### config.mk
export PLATFORM = sky130hd
export DESIGN_NAME = pqrt_cmd_interp
export DESIGN_NICKNAME = d
export VERILOG_FILES = /design/src/rtl/pqrt_pkg.sv /design/src/rtl/pqrt_cmd_interp.sv
export VERILOG_INCLUDE_DIRS = /design/src /design/src/rtl
export SDC_FILE = /design/constraint.sdc
export NUM_CORES = 1
export LEC_CHECK = 0
export BUFFER_PORTS_ARGS = -buffer_cell sky130_fd_sc_hd__buf_4
export CAP_MARGIN = 0
export CORE_ASPECT_RATIO = 0.6
export CORE_MARGIN = 3
export CORE_UTILIZATION = 50
export CTS_CLUSTER_SIZE = 25
export DETAILED_ROUTE_END_ITERATION = 16
export PLACE_DENSITY = 0.71
export SYNTH_ARGS = -nofsm -noshare
export SYNTH_HDL_FRONTEND = slang
export SYNTH_SLANG_ARGS = --single-unit
export TNS_END_PERCENT = 30
### constraint.sdc
create_clock -name sys_clk -period 2.5 [get_ports sys_clk]
set_input_delay 0.375 -clock sys_clk [delete_from_list [all_inputs] [get_ports sys_clk]]
set_output_delay 0.375 -clock sys_clk [all_outputs]
set_load 0.05 [all_outputs]
### src/rtl/pqrt_defs.svh
// constants for the quad serial memory command interpreter
// assumes inclusion by rtl files that need opcodes and timing figures
`ifndef PQRT_DEFS_SVH
`define PQRT_DEFS_SVH

`define PQRT_OP_WRITE      8'h02
`define PQRT_OP_QWRITE     8'h38
`define PQRT_OP_ENTER_QUAD 8'h35
`define PQRT_OP_EXIT_QUAD  8'hf5
`define PQRT_OP_RST_ARM    8'h66
`define PQRT_OP_RST_EXEC   8'h99
`define PQRT_OP_WRAP_TOG   8'hc0

`define PQRT_CLK_PS        25000
`define PQRT_RST_REC_NS    50
`define PQRT_MAX_LOW_US    8
`define PQRT_REC_CYC       ((`PQRT_RST_REC_NS * 1000 + `PQRT_CLK_PS - 1) / `PQRT_CLK_PS)
`define PQRT_MAX_LOW_CYC   ((`PQRT_MAX_LOW_US * 1000000) / `PQRT_CLK_PS)

`define PQRT_SER_LAST      3'h7
`define PQRT_QUAD_LAST     3'h1

`endif

### src/rtl/pqrt_pkg.sv
// types shared by the command interpreter
// assumes nothing beyond a systemverilog compiler
package pqrt_pkg;

    typedef enum logic {
        PQRT_OPCODE,
        PQRT_REST
    } pqrt_state_t;

    typedef struct packed {
        logic       valid;
        logic       quadWidth;
        logic [7:0] opcode;
    } pqrt_cmd_t;

endpackage

### src/rtl/pqrt_cmd_interp.sv
// command interpreter of a quad serial pseudo-static memory
// assumes pins arrive asynchronously and sys_clk is much faster than the bus clock
`timescale 1ns/1ps
`include "pqrt_defs.svh"

module pqrt_cmd_interp (
    input  wire logic               sys_clk,
    input  wire logic               rst,
    input  wire logic               selectN,
    input  wire logic               busClk,
    input  wire logic [3:0]         sioIn,
    output logic      [3:0]         sioOut,
    output logic      [3:0]         sioOe,
    output logic                    quadEnabledFlag,
    output logic                    wrap32,
    output logic                    resetArmed,
    output logic                    softResetDone,
    output logic                    recoveryBusy,
    output logic                    selectLowOverrun,
    output pqrt_pkg::pqrt_cmd_t     cmdOut
);

    localparam int          REC_CYC = `PQRT_REC_CYC;
    localparam int          LOW_CYC = `PQRT_MAX_LOW_CYC;
    localparam logic [7:0]  REC_LD  = 8'(REC_CYC);
    localparam logic [15:0] LOW_MAX = 16'(LOW_CYC);

    ////////////////////////////////////////////////////////////////////////////
    // pin synchronisers, a select or clock change counts once stages two and three agree

    logic [2:0] selSync;
    logic [2:0] clkSync;
    logic [3:0] io1;
    logic [3:0] io2;
    logic [3:0] io3;
    logic       selF;
    logic       clkF;
    logic [2:0] next_selSync;
    logic [2:0] next_clkSync;
    logic       next_selF;
    logic       next_clkF;
    logic       clkRise;

    always_comb begin
        next_selSync = {selSync[1:0], selectN};
        next_clkSync = {clkSync[1:0], busClk};
        next_selF    = (selSync[1] == selSync[2]) ? selSync[2] : selF;
        next_clkF    = (clkSync[1] == clkSync[2]) ? clkSync[2] : clkF;
        clkRise      = (clkSync[1] == clkSync[2]) && clkSync[2] && !clkF;
    end

    always_ff @(posedge sys_clk or posedge rst) begin
        if (rst) begin
            selSync <= 3'h7;
            clkSync <= 3'h0;
            io1     <= 4'h0;
            io2     <= 4'h0;
            io3     <= 4'h0;
            selF    <= 1'h1;
            clkF    <= 1'h0;
        end else begin
            selSync <= next_selSync;
            clkSync <= next_clkSync;
            io1     <= sioIn;
            io2     <= io1;
            io3     <= io2;
            selF    <= next_selF;
            clkF    <= next_clkF;
        end
    end

    ////////////////////////////////////////////////////////////////////////////
    // opcode collection and decode

    pqrt_pkg::pqrt_state_t st;
    pqrt_pkg::pqrt_state_t next_st;
    pqrt_pkg::pqrt_cmd_t   next_cmdOut;
    logic [7:0]            shiftReg;
    logic [7:0]            next_shiftReg;
    logic [2:0]            bitCnt;
    logic [2:0]            next_bitCnt;
    logic [7:0]            recCnt;
    logic [7:0]            next_recCnt;
    logic [15:0]           lowCnt;
    logic [15:0]           next_lowCnt;
    logic                  next_quad;
    logic                  next_wrap32;
    logic                  next_armed;
    logic                  next_resetDone;
    logic                  next_overrun;
    logic                  opDone;
    logic [7:0]            opNow;

    always_comb begin
        next_st        = st;
        next_shiftReg  = shiftReg;
        next_bitCnt    = bitCnt;
        next_recCnt    = (recCnt != 8'h0) ? recCnt - 8'h1 : recCnt;
        next_lowCnt    = lowCnt;
        next_quad      = quadEnabledFlag;
        next_wrap32    = wrap32;
        next_armed     = resetArmed;
        next_resetDone = 1'b0;
        next_overrun   = selectLowOverrun;
        next_cmdOut    = '0;
        opNow          = quadEnabledFlag ? {shiftReg[3:0], io3} : {shiftReg[6:0], io3[0]};
        opDone         = 1'b0;
        if (selF) begin
            next_st      = pqrt_pkg::PQRT_OPCODE;
            next_bitCnt  = 3'h0;
            next_lowCnt  = 16'h0;
            next_overrun = 1'b0;
        end else begin
            if (lowCnt >= LOW_MAX) begin
                next_overrun = 1'b1;
            end else begin
                next_lowCnt = lowCnt + 16'h1;
            end
            if (clkRise && st == pqrt_pkg::PQRT_OPCODE && recCnt == 8'h0) begin
                next_shiftReg = opNow;
                next_bitCnt   = bitCnt + 3'h1;
                opDone = quadEnabledFlag ? (bitCnt == `PQRT_QUAD_LAST)
                                         : (bitCnt == `PQRT_SER_LAST);
            end
        end
        if (opDone) begin
            next_st    = pqrt_pkg::PQRT_REST;
            next_armed = 1'b0;
            case (opNow)
                `PQRT_OP_RST_ARM: begin
                    next_armed = 1'b1;
                end
                `PQRT_OP_RST_EXEC: begin
                    if (resetArmed) begin
                        next_quad      = 1'b0;
                        next_wrap32    = 1'b0;
                        next_resetDone = 1'b1;
                        next_recCnt    = REC_LD;
                    end
                end
                `PQRT_OP_EXIT_QUAD: begin
                    if (quadEnabledFlag) begin
                        next_quad = 1'b0;
                    end
                end
                `PQRT_OP_ENTER_QUAD: begin
                    if (!quadEnabledFlag) begin
                        next_quad = 1'b1;
                    end
                end
                `PQRT_OP_WRAP_TOG: begin
                    next_wrap32 = !wrap32;
                end
                `PQRT_OP_WRITE, `PQRT_OP_QWRITE: begin
                    // no burst address kept here: page crossing is the data path's
                    next_cmdOut.valid     = 1'b1;
                    next_cmdOut.opcode    = opNow;
                    next_cmdOut.quadWidth = quadEnabledFlag || (opNow == `PQRT_OP_QWRITE);
                end
                default: begin
                    next_armed = 1'b0;
                end
            endcase
        end
    end

    always_ff @(posedge sys_clk or posedge rst) begin
        if (rst) begin
            st               <= pqrt_pkg::PQRT_OPCODE;
            shiftReg         <= 8'h0;
            bitCnt           <= 3'h0;
            recCnt           <= 8'h0;
            lowCnt           <= 16'h0;
            quadEnabledFlag  <= 1'b0;
            wrap32           <= 1'b0;
            resetArmed       <= 1'b0;
            softResetDone    <= 1'b0;
            recoveryBusy     <= 1'b0;
            selectLowOverrun <= 1'b0;
            cmdOut           <= '0;
            sioOut           <= 4'h0;
            sioOe            <= 4'h0;
        end else begin
            st               <= next_st;
            shiftReg         <= next_shiftReg;
            bitCnt           <= next_bitCnt;
            recCnt           <= next_recCnt;
            lowCnt           <= next_lowCnt;
            quadEnabledFlag  <= next_quad;
            wrap32           <= next_wrap32;
            resetArmed       <= next_armed;
            softResetDone    <= next_resetDone;
            recoveryBusy     <= (next_recCnt != 8'h0);
            selectLowOverrun <= next_overrun;
            cmdOut           <= next_cmdOut;
            sioOut           <= 4'h0;
            sioOe            <= 4'h0;
        end
    end

    ////////////////////////////////////////////////////////////////////////////
    // checks

    a_quad_write_accept: assert property (@(posedge sys_clk) disable iff (rst)
        opDone && quadEnabledFlag
        && (opNow == `PQRT_OP_WRITE || opNow == `PQRT_OP_QWRITE)
        |=> cmdOut.valid && cmdOut.quadWidth && cmdOut.opcode == $past(opNow))
        else $error("quad write opcode not accepted as quad write");

    a_exit_quad: assert property (@(posedge sys_clk) disable iff (rst)
        opDone && quadEnabledFlag && opNow == `PQRT_OP_EXIT_QUAD
        |=> !quadEnabledFlag ##1 !quadEnabledFlag)
        else $error("exit opcode did not return to serial mode");

    a_exit_serial_ignored: assert property (@(posedge sys_clk) disable iff (rst)
        opDone && !quadEnabledFlag && opNow == `PQRT_OP_EXIT_QUAD
        |=> !quadEnabledFlag && !cmdOut.valid && !softResetDone && wrap32 == $past(wrap32))
        else $error("exit opcode acted on in serial mode");

    a_reset_standby: assert property (@(posedge sys_clk) disable iff (rst)
        softResetDone |-> !quadEnabledFlag && !wrap32 && recoveryBusy && !resetArmed)
        else $error("software reset did not give serial standby");

    a_reset_order: assert property (@(posedge sys_clk) disable iff (rst)
        $rose(softResetDone) |-> $past(resetArmed) && $past(opNow) == `PQRT_OP_RST_EXEC)
        else $error("reset without directly preceding arm");

    a_arm_dropped: assert property (@(posedge sys_clk) disable iff (rst)
        opDone && resetArmed && opNow != `PQRT_OP_RST_ARM
        |=> !resetArmed)
        else $error("armed state kept after another command");

    a_select_idle: assert property (@(posedge sys_clk) disable iff (rst)
        selF |=> bitCnt == 3'h0 && st == pqrt_pkg::PQRT_OPCODE && !cmdOut.valid)
        else $error("partial command kept while deselected");

endmodule

* After elaboration in Yosys (flattened, before gate mapping)
Index checks and enable logic that the tools add are counted.
** Operators by class
- Mux-type cells :: 25
- Eq/ne operators :: 13
- $add $sub $neg :: 3
- Bitwise logic cells :: 2
- Reductions and logical operators :: 19
- Order comparisons :: 1
** Operators with widths (number)
- two-way mux 8 bit :: 5
- two-way mux 16 bit :: 2
- equality test 8 bit, second input constant :: 3
- two-way mux 10 bit :: 2
- adder 16 x 1 -> 16 bit, second input constant :: 1
- equality test 8 x 6 -> 1 bit, second input constant :: 2
- >= comparator 16 x 9 -> 1 bit, second input constant :: 1
- nonzero test 8 bit :: 2
- two-way mux 1 bit :: 12
- equality test 8 x 2 -> 1 bit, second input constant :: 1
- equality test 8 x 7 -> 1 bit, second input constant :: 1
- zero test 8 bit :: 1
- nonzero test 2 bit :: 4
- subtractor 8 x 1 -> 8 bit, second input constant :: 1
- two-way mux 3 bit :: 2
- AND reduction 3 bit :: 2
- logical AND 1 bit :: 4
- != test 2 bit, second input constant :: 2
- adder 3 x 1 -> 3 bit, second input constant :: 1
- equality test 3 x 1 -> 1 bit, second input constant :: 1
- equality test 3 bit, second input constant :: 1
- case mux 1 bit (3 select lines) :: 1
- nonzero test 3 bit :: 1
- equality test 1 bit :: 2
- 6 further kinds :: 8
** Storage, ports and cells
- Flip-flop bits (word level) :: 71
- Word-level logic and storage cells :: 84

* Longest topological paths before layout
- Depth in word-level cells :: 9
- Depth in mapped cells :: 7
- Gate-level depth less buffers :: 7

* Least setup slack after synthesis
OpenSTA, ideal clock, no wires.
- Path type :: register to register
- Start :: register quadEnabledFlag
- End :: register wrap32
- Data required time :: 2382 ps
- Cell stages (with the launch flop) :: 7
- Clock period less this slack :: 2196 ps
- Setup slack :: 304 ps
- Data arrival time :: 2078 ps
- Setup time :: 118 ps
- Cell sequence :: dfrtp_1 -> clkbuf_1 -> mux2i_1 -> o211ai_1 -> o311ai_1 -> nor3b_1 -> a21o_1
** Between the ends
- Longest elaborated chain between the ends :: 4
** Ends and longest elaborated chain
- from (decl) :: line pqrt_cmd_interp.sv:14 : output logic quadEnabledFlag,
- from (signal assigned) :: line pqrt_cmd_interp.sv:189 : quadEnabledFlag <= next_quad;
- two-way mux 8 bit or two-way mux 1 bit (tied branches) :: line pqrt_cmd_interp.sv:106, pqrt_cmd_interp.sv:122
- equality test 8 bit or two-way mux 1 bit (tied branches) :: line pqrt_cmd_interp.sv:129, pqrt_cmd_interp.sv:119
- != test 2 bit (no line), or another cell as far along
- AND reduction 3 bit (no line)
- to (signal assigned) :: line pqrt_cmd_interp.sv:190 : wrap32 <= next_wrap32;
- to (decl) :: line pqrt_cmd_interp.sv:15 : output logic wrap32,
Parallel ways exist; a longest one is shown, timed or not.
A chain may end at the register's enable or synchronous reset.

* Worst setup path after layout
- Start :: register recCnt[0]
- End :: register shiftReg[0]
** Between the ends
- Longest elaborated chain between the ends :: 3
** Ends and longest elaborated chain
- from (decl) :: line pqrt_cmd_interp.sv:82 : logic [7:0] recCnt;
- from (signal assigned) :: line pqrt_cmd_interp.sv:187 : recCnt <= next_recCnt;
- zero test 8 bit :: line pqrt_cmd_interp.sv:119 : if (clkRise && st == pqrt_pkg::PQRT_OPCODE && recCnt == 8'h0) begin
- logical AND 1 bit :: line pqrt_cmd_interp.sv:119
- AND reduction 2 bit (no line)
- to (signal assigned) :: line pqrt_cmd_interp.sv:185 : shiftReg <= next_shiftReg;
- to (decl) :: line pqrt_cmd_interp.sv:78 : logic [7:0] shiftReg;
No other way between the ends.

==> results.ini <==
[logic_synthesis]
synth_area_sq_um = 3040
synth_top_family_by_area = simple AND/OR/NAND/NOR gates
synth_xor_area_share_pct = 3.46
ys_seq_elements = 71
synthAdderAreaFrac_pct = 2.80
yosys_warnings = 0
synth_cell_types = 46
synth_compound_area_share_pct = 7.16
synth_mux_area_share_pct = 3.46
ys_seq_area_share_pct = 58.6
synth-simple-area-share_pct = 20.2
syn_inst = 275
avgSynthCellArea_sq_um = 11.1

[floorplanning]
rows = 21
io_pins = 32
start_util_pct = 53.1
dieArea_sq_um = 7080
core-area_sq_um = 5730
fp.dieH_microns = 66.4
dieWidth_microns = 107

[pwr]
switchingPower_uw = 772
swShare_pct = 28.4
clkPwrFrac_pct = 36.8
pwr-share-comb_pct = 12.8
pwr-share-seq_pct = 50.4
p_per_area_nw_per_um2 = 768
peakVddDrop_v = 0.000459
p_int_mw = 1.94
p_leak_nw = 1.66

[cts]
cts-hold-fix-buffers = 0
cts_resized = 0
cts_tree = built
cts.clk_slew.worst_paths_ps = 80
post_cts.repair.setup_buffers = 0
insertion_delay_ps = 350
h-tree-depth = 3
root_buffer = clkbuf_8
numCtsBuffers = 9
numClockSinks = 71
ctsLongestPathBuffers = 2

[detailed_routing]
routedWlPerCell_microns = 13.5
wl_microns = 5350
vias_per_cell = 5.16
firstDrtPassIters = 4
dr.first_iter.drc_count = 144
ant_nets = 0
route.vias.total = 2047
drc = 0

[timing]
final_max_slew_viol_count = 0
fmax_ghz = 0.443
setup_viol = 0
finalCriticalPeriod_ps = 2260
rsz0062_at_grt = false
clock_skew_ps = 8.74
hold_viol = 0
period_share_pct = 90.3
tns_ps = 0

[hold_path]
hp-class = input port to asynchronous set/reset pin

[critical_path]
reg2reg_depth = 6
critPathLaunchType = register
cp_max_fo = 14
crit_arrival_ps = 2490
critical_path_required_ps = 2730
cp-end-kind = register
setup.worst_path.class = register to register

[global_route]
grt_pass1_wl_microns = 9140
grt-ovfl-total = 0
grt_max_degree = 39
grt_pass1_vias = 1893
antenna_found_initial = 0
grt_usage_pct = 17.2

[layout]
drive_gt1_share_pct = 18.6
seqCellArea_sq_um = 1780
instances_no_fill = 397
nNetsFinal = 326
final_common_cell = dfrtp_1
antenna_cells = 0
area_growth_pct = 16.3
mostFrequentLayoutCells = dfrtp_1 (67), nor2_1 (37), buf_4 (30), nand2_1 (15), a21oi_1 (13)
multi_input_area_sq_um = 1170
fillers = 491

[placed_design]
port_buffers = 23
post-dp-hpwl_microns = 3790
place_inst = 381
gp_congestion = 0.839

[run]
max_cap_viol_count = 0

[outcome]
status = finished clean

worst paths after layout:
path                       startpoint     endpoint  slack [ps]
min in group sys_clk          selectN   selSync[0]         130
hold / removal                    rst    cmdOut[2]         110
hold reg to reg                io1[1]       io2[1]         350
setup reg to reg            recCnt[0]  shiftReg[0]         240
setup / recovery            recCnt[0]  shiftReg[0]         240
max in group asynchronous         rst    recCnt[2]        2020
power groups by stage:
stage	Combinational (mW)	Sequential, mW	Clock (mW)
detailed placement	0.346	1.38	0
floorplan	0.285	1.34	0
finish	0.349	1.37	1.00
CTS	0.348	1.36	1.03
global placement	0.338	1.39	0
global route	0.393	1.38	1.08
cell usage after synthesis (all sizes together):
library cell,count,area [sq um]
dfstp,4,105
a31oi,2,12.5
nor3b,7,52.6
nand4b,1,8.76
nand4,5,31.3
nand3,5,25.0
o21ai,10,50.0
nor3,10,50.1
nor4,4,31.3
nand4bb,1,11.3
nor2b,10,62.6
o22ai,2,12.5
nand3b,1,7.51
dfrtp,67,1680
a32oi,1,8.76
o311ai,1,8.76
mux2i,6,60.1
mux2,4,45.0
nor4b,3,41.3
or3,3,18.8
maj3,1,10.0
buf,11,75.1
inv,10,37.5
a21o,2,15.0
o31ai,2,15.0
a21oi,13,65.1
xnor2,5,43.8
a21boi,1,7.51
xor2,7,61.3
o211ai,3,22.5
clkbuf,4,15.0
nand2b,1,6.26
or4b,1,13.8
conb,1,3.75
and3b,2,17.5
ha,6,75.1
and2,1,6.26
nor2,38,145
nand2,15,56.3
and3,3,18.8
or3b,1,8.76
critical path, stage by stage, from the launching register on:
cell and delay (ps):
dfrtp_1 430, inv_1 130, ha_1 250, or4b_4 510, nor4b_4 250, buf_4 240, mux2_2 340
sequential cells by signal, indices dropped and copies added (netlist names), 3 cells and up:
name,count
io1,4
selSync,3
bitCnt,3
shiftReg,7
lowCnt,16
io2,4
io3,4
cmdOut,10
clkSync,3
recCnt,8
routing by layer:
layer	up-vias	wire [microns]	GRT usage (%)
met5	-	0	0
met3	8	431	5.76
met4	0	93	7.18
met1	957	2770	26.6
met2	79	2050	21.2
li1	1003	-	-
cell type report:
| type | instances | area share, % |
|---|---|---|
| well taps | 80 | 2.83 |
| multi-input cells | 190 | 33.1 |
| inverters | 10 | 1.06 |
| clock inverters | 6 | 2.62 |
| clock buffers | 10 | 3.61 |
| flip-flops and latches | 71 | 50.4 |
| repair buffers | 30 | 6.37 |
stage by stage:
stage / setup slack [ps] / utilization (%) / total power, mW / hold slack, ps / area, sq um
after CTS: 249 / 61.7 / 2.74 / 110 / 3540
final: 242 / 61.7 / 2.72 / 113 / 3540
after global routing: 109 / 61.7 / 2.85 / 98.8 / 3540
after detailed placement: 256 / 57.9 / 1.73 / 335 / 3320
after floorplan: 304 / - / 1.63 / 331 / 3080
after global placement: 324 / 57.9 / 1.72 / 331 / 3320
kinds of logic (layout without fill, tap and decap cells):
| logic type | after synthesis | count (layout) |
|---|---|---|
| AO/OA/AOI/OAI | 37 | 37 |
| XOR/XNOR | 12 | 12 |
| adder cells (fa/ha/maj) | 7 | 7 |
| buffers and inverters | 25 | 56 |
| flip-flops | 71 | 71 |
| multiplexers | 10 | 10 |
| other | 1 | 12 |
| AND/OR/NAND/NOR | 112 | 112 |
Note: power is estimated with default switching activity, not from simulation.
